[config.mk]
export PLATFORM = sky130hd
export DESIGN_NAME = gpio_ports
export DESIGN_NICKNAME = d
export VERILOG_FILES = /design/src/core/gpio_pkg.sv /design/src/core/gpio_sync.sv /design/src/core/gpio_line.sv /design/src/core/gpio_ports.sv
export VERILOG_INCLUDE_DIRS = /design/src /design/src/core
export SDC_FILE = /design/constraint.sdc
export NUM_CORES = 1
export LEC_CHECK = 0
export CORE_MARGIN = 3
export CORE_UTILIZATION = 57
export CTS_CLUSTER_DIAMETER = 40
export DETAILED_ROUTE_END_ITERATION = 8
export DONT_BUFFER_PORTS = 1
export GPL_TIMING_DRIVEN = 1
export PLACE_DENSITY = 0.76
export SYNTH_ARGS = -nofsm -noshare
export SYNTH_HDL_FRONTEND = slang
export SYNTH_HIERARCHICAL = 1
export SYNTH_SLANG_ARGS = --single-unit
[constraint.sdc]
create_clock -name I_REF_CLK -period 2.5 [get_ports I_REF_CLK]
set_input_delay 0.5 -clock I_REF_CLK [delete_from_list [all_inputs] [get_ports I_REF_CLK]]
set_output_delay 0.5 -clock I_REF_CLK [all_outputs]
set_load 0.03 [all_outputs]
[src/core/gpio_cfg.svh]
// Constants for the three bytewise I/O ports.
// Assumes an 8-bit data-space address and 8-bit data.
`ifndef GPIO_CFG_SVH
`define GPIO_CFG_SVH

// ==================================================
// Register addresses in data space
`define GP_PA_LEVEL_ADDR   8'hc0
`define GP_PB_LEVEL_ADDR   8'hc1
`define GP_PC_LEVEL_ADDR   8'hc3
`define GP_PA_DIR_ADDR     8'hc4
`define GP_PB_DIR_ADDR     8'hc5
`define GP_PC_DIR_ADDR     8'hc6
`define GP_PA_CFG_ADDR     8'hcc
`define GP_PB_CFG_ADDR     8'hce
`define GP_PC_CFG_ADDR     8'hcf

// ==================================================
// Lines that exist, that reach the converter, that drive segments
`define GP_PA_MASK         8'hf0
`define GP_PB_MASK         8'hff
`define GP_PC_MASK         8'hff
`define GP_PA_ANALOG_MASK  8'hf0
`define GP_PB_ANALOG_MASK  8'h0f
`define GP_PC_ANALOG_MASK  8'h00
`define GP_PC_SEG_MASK     8'hff

// ==================================================
// Reset values; port C starts in segment mode
`define GP_DIR_RESET       8'h00
`define GP_AB_CFG_RESET    8'h00
`define GP_AB_LEVEL_RESET  8'h00
`define GP_PC_CFG_RESET    8'hff
`define GP_PC_LEVEL_RESET  8'hff
`define GP_RDATA_RESET     8'h00

// ==================================================
// Serial line positions on port B
`define GP_SPI_PORT        1
`define GP_SPI_SCK_BIT     5
`define GP_SPI_SIN_BIT     6
`define GP_SPI_SOUT_BIT    7

`endif

[src/core/gpio_pkg.sv]
// Types and mode decoding shared by the port logic.
// Assumes nothing beyond the cfg header.
package gpio_pkg;

  typedef enum {
    MODE_PULLUP_IN,
    MODE_FLOAT_IN,
    MODE_IRQ_IN,
    MODE_ANALOG_IN,
    MODE_SEGMENT,
    MODE_OPEN_DRAIN,
    MODE_PUSH_PULL
  } line_mode_e;

  typedef enum logic [1:0] {
    TRIG_FALL,
    TRIG_RISE,
    TRIG_LOW
  } trig_e;

  // ==================================================
  // Direction, option and level bit to line mode
  function automatic line_mode_e decode_mode(
    input logic dir,
    input logic cfg,
    input logic lvl,
    input logic analog_ok,
    input logic seg_ok
  );
    line_mode_e m;
    m = MODE_PULLUP_IN;
    if (dir)
      m = cfg ? MODE_PUSH_PULL : MODE_OPEN_DRAIN;
    else
    begin
      case ({cfg, lvl})
        2'h0: m = MODE_PULLUP_IN;
        2'h1: m = MODE_FLOAT_IN;
        2'h2: m = MODE_IRQ_IN;
        2'h3:
        begin
          // Without a segment or converter input the code falls back to a floating input
          if (seg_ok)
            m = MODE_SEGMENT;
          else if (analog_ok)
            m = MODE_ANALOG_IN;
          else
            m = MODE_FLOAT_IN;
        end
        default: m = MODE_PULLUP_IN;
      endcase
    end
    return m;
  endfunction

endpackage

[src/core/gpio_sync.sv]
// Two-flop synchroniser for one byte of pin levels.
// Assumes pins are asynchronous to the core clock.
`timescale 1ns/10ps
module gpio_sync (
  input  wire logic       i_clk,
  input  wire logic       i_nrst,
  input  wire logic [7:0] i_async,
  output logic      [7:0] o_sync
);
  logic [7:0] meta_q;
  logic [7:0] sync_q;

  always_ff @(posedge i_clk)
  begin
    if (!i_nrst)
    begin
      meta_q <= 8'h00;
      sync_q <= 8'h00;
    end
    else
    begin
      meta_q <= i_async;
      sync_q <= meta_q;
    end
  end

  assign o_sync = sync_q;
endmodule

[src/core/gpio_line.sv]
// Pad control for one port line, decoded from its three bits.
// Assumes the caller registers the outputs.
`timescale 1ns/10ps
module gpio_line #(
  parameter bit ANALOG_OK = 1'b0,
  parameter bit SEG_OK    = 1'b0
) (
  input  wire logic i_dir,
  input  wire logic i_cfg,
  input  wire logic i_lvl,
  input  wire logic i_od_data,
  input  wire logic i_seg,
  output logic      o_out,
  output logic      o_oe_n,
  output logic      o_pullup,
  output logic      o_irq_en,
  output logic      o_analog,
  output logic      o_seg_en
);
  gpio_pkg::line_mode_e mode;

  always_comb
  begin
    mode     = gpio_pkg::decode_mode(i_dir, i_cfg, i_lvl, ANALOG_OK, SEG_OK);
    o_out    = 1'b0;
    o_oe_n   = 1'b1;
    o_pullup = 1'b0;
    o_irq_en = 1'b0;
    o_analog = 1'b0;
    o_seg_en = 1'b0;
    case (mode)
      gpio_pkg::MODE_PULLUP_IN: o_pullup = 1'b1;
      gpio_pkg::MODE_FLOAT_IN:  o_pullup = 1'b0;
      gpio_pkg::MODE_IRQ_IN:
      begin
        o_pullup = 1'b1;
        o_irq_en = 1'b1;
      end
      gpio_pkg::MODE_ANALOG_IN: o_analog = 1'b1;
      gpio_pkg::MODE_SEGMENT:
      begin
        o_out    = i_seg;
        o_oe_n   = 1'b0;
        o_seg_en = 1'b1;
      end
      gpio_pkg::MODE_OPEN_DRAIN:
      begin
        // Only ever pulls low; a high level is left to the load
        o_oe_n = i_lvl & i_od_data;
      end
      gpio_pkg::MODE_PUSH_PULL:
      begin
        o_out  = i_lvl;
        o_oe_n = 1'b0;
      end
      default: o_oe_n = 1'b1;
    endcase
  end
endmodule

[src/core/gpio_ports.sv]
// Three bytewise I/O ports with segment and serial alternates.
// Assumes a core-side data-space strobe interface on I_REF_CLK,
// and that pad logic resolves each pin from out and oe_n.
//
// Overview of operation
// Reading a level register in input mode returns the live pin.
// Stored level bit plus option bit still select input behaviour.
// Software keeps a RAM copy; bit operations rewrite all latches.
// Software masks bits without physical lines before whole-byte use.
// Software changes line modes only along the safe paths.
// Port C codes: pull-up, float, interrupt, segment, open-drain, push-pull.
// Port C lines leave reset as LCD segment outputs.
// Port C segment lines carry controller segments 33 to 40 in order.
// All other lines reset to pull-up input without interrupt.
// Software sets serial input and clock lines to input before slave use.
// Serial input and clock lines stay readable in every input mode.
// Serial output reaches its line only in open-drain mode.
// A push-pull serial output line shows only its latch.
// Each port has 8-bit option, direction and level registers, bit n line n.
// Ordinary codes: pull-up, float, interrupt, analog, open-drain, push-pull.
// Initialisation clears registers to pull-up input, no interrupt.
// Interrupt-mode lines feed a per-port trigger of chosen kind.
// Analog mode routes the pin to the converter, no pull-up or interrupt.
// Bits without a physical line read zero and ignore writes.
`timescale 1ns/10ps
`include "gpio_cfg.svh"
module gpio_ports (
  input  wire logic       I_REF_CLK,
  input  wire logic       I_NRST,
  input  wire logic [7:0] I_ADDR,
  input  wire logic [7:0] I_WDATA,
  input  wire logic       I_WR_EN,
  input  wire logic       I_RD_EN,
  output logic      [7:0] O_RDATA,
  input  wire logic [7:0] I_PA_PIN,
  output logic      [7:0] O_PA_OUT,
  output logic      [7:0] O_PA_OE_N,
  output logic      [7:0] O_PA_PULLUP,
  output logic      [7:0] O_PA_ANALOG,
  input  wire logic [7:0] I_PB_PIN,
  output logic      [7:0] O_PB_OUT,
  output logic      [7:0] O_PB_OE_N,
  output logic      [7:0] O_PB_PULLUP,
  output logic      [7:0] O_PB_ANALOG,
  input  wire logic [7:0] I_PC_PIN,
  output logic      [7:0] O_PC_OUT,
  output logic      [7:0] O_PC_OE_N,
  output logic      [7:0] O_PC_PULLUP,
  output logic      [7:0] O_PC_SEG_EN,
  input  wire logic [7:0] I_LCD_SEG,
  input  wire logic [1:0] I_TRIG_A,
  input  wire logic [1:0] I_TRIG_B,
  input  wire logic [1:0] I_TRIG_C,
  output logic            O_IRQ_A,
  output logic            O_IRQ_B,
  output logic            O_IRQ_C,
  input  wire logic       I_SPI_SOUT,
  output logic            O_SPI_SIN,
  output logic            O_SPI_SCK
);

  // ==================================================
  // Per-port constants
  localparam logic [7:0] PHYS_MASK [0:2] = '{`GP_PA_MASK, `GP_PB_MASK, `GP_PC_MASK};
  localparam logic [7:0] ANA_MASK  [0:2] = '{`GP_PA_ANALOG_MASK, `GP_PB_ANALOG_MASK, `GP_PC_ANALOG_MASK};
  localparam logic [7:0] SEG_MASK  [0:2] = '{8'h00, 8'h00, `GP_PC_SEG_MASK};
  localparam logic [7:0] CFG_RST   [0:2] = '{`GP_AB_CFG_RESET, `GP_AB_CFG_RESET, `GP_PC_CFG_RESET};
  localparam logic [7:0] LVL_RST   [0:2] = '{`GP_AB_LEVEL_RESET, `GP_AB_LEVEL_RESET, `GP_PC_LEVEL_RESET};

  localparam logic [1:0] KIND_LVL  = 2'h0;
  localparam logic [1:0] KIND_DIR  = 2'h1;
  localparam logic [1:0] KIND_CFG  = 2'h2;
  localparam logic [1:0] KIND_NONE = 2'h3;

  // ==================================================
  // Address decode, shared by the write and read paths
  function automatic logic [3:0] reg_sel(input logic [7:0] addr);
    logic [3:0] s;
    s = {KIND_NONE, 2'h0};
    case (addr)
      `GP_PA_LEVEL_ADDR: s = {KIND_LVL, 2'h0};
      `GP_PB_LEVEL_ADDR: s = {KIND_LVL, 2'h1};
      `GP_PC_LEVEL_ADDR: s = {KIND_LVL, 2'h2};
      `GP_PA_DIR_ADDR:   s = {KIND_DIR, 2'h0};
      `GP_PB_DIR_ADDR:   s = {KIND_DIR, 2'h1};
      `GP_PC_DIR_ADDR:   s = {KIND_DIR, 2'h2};
      `GP_PA_CFG_ADDR:   s = {KIND_CFG, 2'h0};
      `GP_PB_CFG_ADDR:   s = {KIND_CFG, 2'h1};
      `GP_PC_CFG_ADDR:   s = {KIND_CFG, 2'h2};
      default:           s = {KIND_NONE, 2'h0};
    endcase
    return s;
  endfunction

  // ==================================================
  // Register state
  logic [7:0] dir_q   [0:2];
  logic [7:0] dir_d   [0:2];
  logic [7:0] cfg_q   [0:2];
  logic [7:0] cfg_d   [0:2];
  logic [7:0] lvl_q   [0:2];
  logic [7:0] lvl_d   [0:2];
  logic [7:0] rdata_q;
  logic [7:0] rdata_d;
  logic [7:0] pin_raw [0:2];
  logic [7:0] pin_s   [0:2];
  logic [7:0] pin_view [0:2];
  logic [3:0] wsel;
  logic [3:0] rsel;
  integer     k;

  assign pin_raw[0] = I_PA_PIN;
  assign pin_raw[1] = I_PB_PIN;
  assign pin_raw[2] = I_PC_PIN;
  assign wsel       = reg_sel(I_ADDR);
  assign rsel       = wsel;

  genvar p;
  genvar n;
  generate
    for (p = 0; p < 3; p = p + 1)
    begin : g_sync
      gpio_sync u_sync (
        .i_clk   (I_REF_CLK),
        .i_nrst  (I_NRST),
        .i_async (pin_raw[p]),
        .o_sync  (pin_s[p])
      );
      // Input lines show the pin, outputs show their latch
      assign pin_view[p] = ((dir_q[p] & lvl_q[p]) | (~dir_q[p] & pin_s[p])) & PHYS_MASK[p];
    end
  endgenerate

  // ==================================================
  // Register writes and read data
  always_comb
  begin
    rdata_d = rdata_q;
    for (k = 0; k < 3; k = k + 1)
    begin
      dir_d[k] = dir_q[k];
      cfg_d[k] = cfg_q[k];
      lvl_d[k] = lvl_q[k];
    end
    if (I_WR_EN)
    begin
      // A write replaces the whole latch byte, whatever the pins read
      case (wsel[3:2])
        KIND_LVL: lvl_d[wsel[1:0]] = I_WDATA & PHYS_MASK[wsel[1:0]];
        KIND_DIR: dir_d[wsel[1:0]] = I_WDATA & PHYS_MASK[wsel[1:0]];
        KIND_CFG: cfg_d[wsel[1:0]] = I_WDATA & PHYS_MASK[wsel[1:0]];
        default:  rdata_d = rdata_q;
      endcase
    end
    if (I_RD_EN)
    begin
      case (rsel[3:2])
        KIND_LVL: rdata_d = pin_view[rsel[1:0]];
        KIND_DIR: rdata_d = dir_q[rsel[1:0]];
        KIND_CFG: rdata_d = cfg_q[rsel[1:0]];
        default:  rdata_d = 8'h00;
      endcase
    end
  end

  always_ff @(posedge I_REF_CLK)
  begin
    if (!I_NRST)
    begin
      for (int i = 0; i < 3; i = i + 1)
      begin
        dir_q[i] <= `GP_DIR_RESET;
        cfg_q[i] <= CFG_RST[i];
        lvl_q[i] <= LVL_RST[i];
      end
      rdata_q <= `GP_RDATA_RESET;
    end
    else
    begin
      for (int i = 0; i < 3; i = i + 1)
      begin
        dir_q[i] <= dir_d[i];
        cfg_q[i] <= cfg_d[i];
        lvl_q[i] <= lvl_d[i];
      end
      rdata_q <= rdata_d;
    end
  end

  assign O_RDATA = rdata_q;

  // ==================================================
  // Line decoders
  logic [7:0] out_c    [0:2];
  logic [7:0] oe_n_c   [0:2];
  logic [7:0] pull_c   [0:2];
  logic [7:0] irq_en_c [0:2];
  logic [7:0] ana_c    [0:2];
  logic [7:0] seg_en_c [0:2];

  generate
    for (p = 0; p < 3; p = p + 1)
    begin : g_port
      for (n = 0; n < 8; n = n + 1)
      begin : g_line
        // Only the serial output line sees the shift data
        localparam bit IS_SOUT = (p == `GP_SPI_PORT) && (n == `GP_SPI_SOUT_BIT);
        logic od_data;
        logic o_raw;
        logic oe_raw;
        logic pu_raw;
        logic ir_raw;
        logic an_raw;
        logic sg_raw;
        assign od_data = IS_SOUT ? I_SPI_SOUT : 1'b1;
        gpio_line #(
          .ANALOG_OK (ANA_MASK[p][n]),
          .SEG_OK    (SEG_MASK[p][n])
        ) u_line (
          .i_dir     (dir_q[p][n]),
          .i_cfg     (cfg_q[p][n]),
          .i_lvl     (lvl_q[p][n]),
          .i_od_data (od_data),
          .i_seg     (I_LCD_SEG[n]),
          .o_out     (o_raw),
          .o_oe_n    (oe_raw),
          .o_pullup  (pu_raw),
          .o_irq_en  (ir_raw),
          .o_analog  (an_raw),
          .o_seg_en  (sg_raw)
        );
        // Absent lines never drive and never pull
        assign out_c[p][n]    = o_raw & PHYS_MASK[p][n];
        assign oe_n_c[p][n]   = oe_raw | ~PHYS_MASK[p][n];
        assign pull_c[p][n]   = pu_raw & PHYS_MASK[p][n];
        assign irq_en_c[p][n] = ir_raw & PHYS_MASK[p][n];
        assign ana_c[p][n]    = an_raw & PHYS_MASK[p][n];
        assign seg_en_c[p][n] = sg_raw;
      end
    end
  endgenerate

  // ==================================================
  // Registered pad controls and interrupt requests
  logic [7:0] out_q   [0:2];
  logic [7:0] oe_n_q  [0:2];
  logic [7:0] pull_q  [0:2];
  logic [7:0] ana_q   [0:2];
  logic [7:0] seg_q;
  logic [7:0] prev_q  [0:2];
  logic [7:0] prev_d  [0:2];
  logic [2:0] irq_q;
  logic [2:0] irq_d;
  logic [1:0] trig    [0:2];
  logic [7:0] fall;
  logic [7:0] rise;
  logic [7:0] low;
  integer     j;

  assign trig[0] = I_TRIG_A;
  assign trig[1] = I_TRIG_B;
  assign trig[2] = I_TRIG_C;

  always_comb
  begin
    fall = 8'h00;
    rise = 8'h00;
    low  = 8'h00;
    for (j = 0; j < 3; j = j + 1)
    begin
      prev_d[j] = pin_s[j];
      fall      = irq_en_c[j] & prev_q[j] & ~pin_s[j];
      rise      = irq_en_c[j] & ~prev_q[j] & pin_s[j];
      low       = irq_en_c[j] & ~pin_s[j];
      // Edge kinds give one-cycle pulses, low level holds while low
      case (trig[j])
        gpio_pkg::TRIG_FALL: irq_d[j] = |fall;
        gpio_pkg::TRIG_RISE: irq_d[j] = |rise;
        gpio_pkg::TRIG_LOW:  irq_d[j] = |low;
        default:             irq_d[j] = 1'b0;
      endcase
    end
  end

  always_ff @(posedge I_REF_CLK)
  begin
    if (!I_NRST)
    begin
      for (int i = 0; i < 3; i = i + 1)
      begin
        out_q[i]  <= 8'h00;
        oe_n_q[i] <= 8'hff;
        pull_q[i] <= 8'h00;
        ana_q[i]  <= 8'h00;
        prev_q[i] <= 8'h00;
      end
      seg_q <= 8'h00;
      irq_q <= 3'h0;
    end
    else
    begin
      for (int i = 0; i < 3; i = i + 1)
      begin
        out_q[i]  <= out_c[i];
        oe_n_q[i] <= oe_n_c[i];
        pull_q[i] <= pull_c[i];
        ana_q[i]  <= ana_c[i];
        prev_q[i] <= prev_d[i];
      end
      seg_q <= seg_en_c[2];
      irq_q <= irq_d;
    end
  end

  assign O_PA_OUT    = out_q[0];
  assign O_PA_OE_N   = oe_n_q[0];
  assign O_PA_PULLUP = pull_q[0];
  assign O_PA_ANALOG = ana_q[0];
  assign O_PB_OUT    = out_q[1];
  assign O_PB_OE_N   = oe_n_q[1];
  assign O_PB_PULLUP = pull_q[1];
  assign O_PB_ANALOG = ana_q[1];
  assign O_PC_OUT    = out_q[2];
  assign O_PC_OE_N   = oe_n_q[2];
  assign O_PC_PULLUP = pull_q[2];
  assign O_PC_SEG_EN = seg_q;
  assign O_IRQ_A     = irq_q[0];
  assign O_IRQ_B     = irq_q[1];
  assign O_IRQ_C     = irq_q[2];

  // Serial inputs bypass the mode logic so the shifter always sees them
  assign O_SPI_SIN = pin_s[`GP_SPI_PORT][`GP_SPI_SIN_BIT];
  assign O_SPI_SCK = pin_s[`GP_SPI_PORT][`GP_SPI_SCK_BIT];

endmodule

==> results.tsv <==
metric	value	unit
max-cap violations	0	
Final ANT Viol Nets	0	
placed instance area	9234	µm²
Die X	132.0	µm
Slew HR	45.93	%
PortBufs	0	
synthesized netlist cell count	998	
Peak Freq	498.0	MHz
row cnt	45	
Tcrit/Tclk final	80.32	%
Setup Skew	0.01202	ns
Peak supply drop	0.5800	mV
Core Area	15370	µm²
root buf cell	clkbuf_16	
Post-CTS Setup Inserts	0	
PwrDens	765.4	nW/µm²
post_cts resized	0	
largest net degree at the start of global routing	158	
WL final	20960	µm
Initial Util	58.84	%
GP Congestion	0.8948	
RR Endpoint	irq_q[1]	
Yosys warning count	6	
WP data required	2.87	ns
WL/cell	16.72	µm
first-pass GRT wire length	33280	µm
IO Pins	168	
area of the die	17420	µm²
final worst slack	0.4921	ns
RSZ-0062 raised after global routing	no	
Total Routing Usage GR	23.32	%
total grt overflow	0	
Hold Crit Class	input port to flop	
Detailed Routing Iterations Pass 1	7	
Layout area overhead	12.24	%
Worst Hold Path Cells	1	
setup violators final	0	
Via density	5.325	
Longest Clk Path Bufs	3	
clock tree sinks	219	
reg-to-reg critical path startpoint	dir_q[1][3]	
CTS clock-pin slew for the worst setup and hold paths	0.06	ns
leakage	4.286	nW
Worst Path Max Fanout	7	
Num CTS Buffers	29	
r2r setup slk	0.49	ns
vias in the first global route	6294	
H-Tree Depth	1	
status	complete, no violations	
Netlist Area Pre-Place	9045	µm²
crit end category	flop	
Iteration-0 DRC Markers	399	
Hold EP	oe_n_q[0][5]	
startpoint types	flop	
kind of critical path	flop to flop	
via count	6677	
antenna violations before repair	0	
ant diodes	0	
setup TNS	0	ns
DR DRC count	0	
CTS tree	built	
nets	1086	
Die Y	132.0	µm
CP arrival	2.37	ns
syn_area_per_cell	9.063	µm²
worst skew pair latency	0.52	ns
Tmin final	2.008	ns
pre-CTS setup slack	0.1265	ns
Worst Max-Slew Pin Slew	0.8074	ns
hold path startpoint	I_NRST	
post-DP HPWL	15000	µm
Post-CTS Hold Buffers	0	
Post-Layout Inst Area	10150	µm²
Max Slew Vio Count	0	
share of cells above drive strength 1	13.33	%
Final Hold Viols	0	
FF-to-FF path depth	7	
## critical path, cell delays in order (launching register included)
cell and delay (ns):
dfxtp_1 0.47, nor2_2 0.06, and2_1 0.17, nor2b_1 0.15
a222oi_1 0.33, nand3_1 0.13, a2111oi_0 0.40, a2111oi_0 0.14
## per-stage QoR
| stage | cells | hold slack (ns) | power, mW | util [%] |
|---|---|---|---|---|
| 2_1_floorplan | 1031 | 0.4263 | 3.994 | - |
| 3_5_place_dp | 1203 | 0.4319 | 3.979 | 60.07 |
| 4_1_cts | 1254 | 0.04979 | 7.838 | 66.05 |
| 5_1_grt | 1254 | 0.05742 | 8.014 | 66.05 |
| 6_report | 1254 | 0.07464 | 7.770 | 66.05 |
| 3_3_place_gp | 1203 | 0.4287 | 3.974 | 60.07 |
## report_power, final
group          leakage (nW)  internal (mW)  switching [mW]
clock network         0.443           2.34            1.52
logic                  2.05         0.0903           0.131
registers              1.79           3.57           0.114
## flip-flops by register name (all words and copies together), names as in the netlist, 12 cells and up
name,flops
g_sync.u_sync/meta_q,20
oe_n_q,20
lvl_q,20
out_q,20
prev_q,20
pull_q,20
cfg_q,24
ana_q,12
dir_q,24
g_sync.u_sync/o_sync,20
## worst max path at each step
stage | cells after the start | slack [ns] | startpoint | end
finish | 7 | 0.49 | dir_q[1][3] | irq_q[1]
global route | 7 | 0.23 | dir_q[1][3] | irq_q[1]
CTS | 7 | 0.54 | dir_q[1][3] | irq_q[1]
detailed placement | 8 | 0.13 | I_ADDR[5] | dir_q[1][2]
global placement | 8 | 0.15 | I_ADDR[5] | dir_q[1][1]
floorplan | 12 | 0.06 | I_ADDR[3] | dir_q[2][5]
## per-layer routing
| layer | GRT usage (%) | part of all wire (%) | up-vias |
|---|---|---|---|
| met2 | 38.11 | 47 | 225 |
| met4 | 7.060 | 2.2 | 0 |
| met3 | 6.298 | 7.8 | 40 |
| li1 | - | - | 3331 |
| met1 | 30.35 | 43 | 3081 |
| met5 | 0 | 0 | - |
## layout make-up
type                            count  area (µm²)
Timing Repair Buffer               21       170.2
Clock buffer                       37       785.8
Tap cell                          211       264.0
Sequential cell                   219        4384
Clock inverter                     14       132.6
Fill cell                        1291        5219
Inverter                           10       37.54
Multi-Input combinational cell    742        4378
## placed cells by master (no fill, tap or decap), drive strengths merged, types with 4 or more instances in the layout
cell	instances
a22oi	4
inv	16
a21oi	41
o21ai	27
dfxtp	219
o22ai	13
nor2	149
nand3	17
clkinv	4
clkbuf	37
nand2b	41
buf	21
and2	142
nor2b	28
nand2	81
mux2	6
mux2i	53
nor4	4
a221oi	8
or3	4
a21boi	9
nand3b	4
o211ai	20
ha	4
conb	39
or2	4
and3	15
No activity file was read; power rests on OpenSTA's default activity.
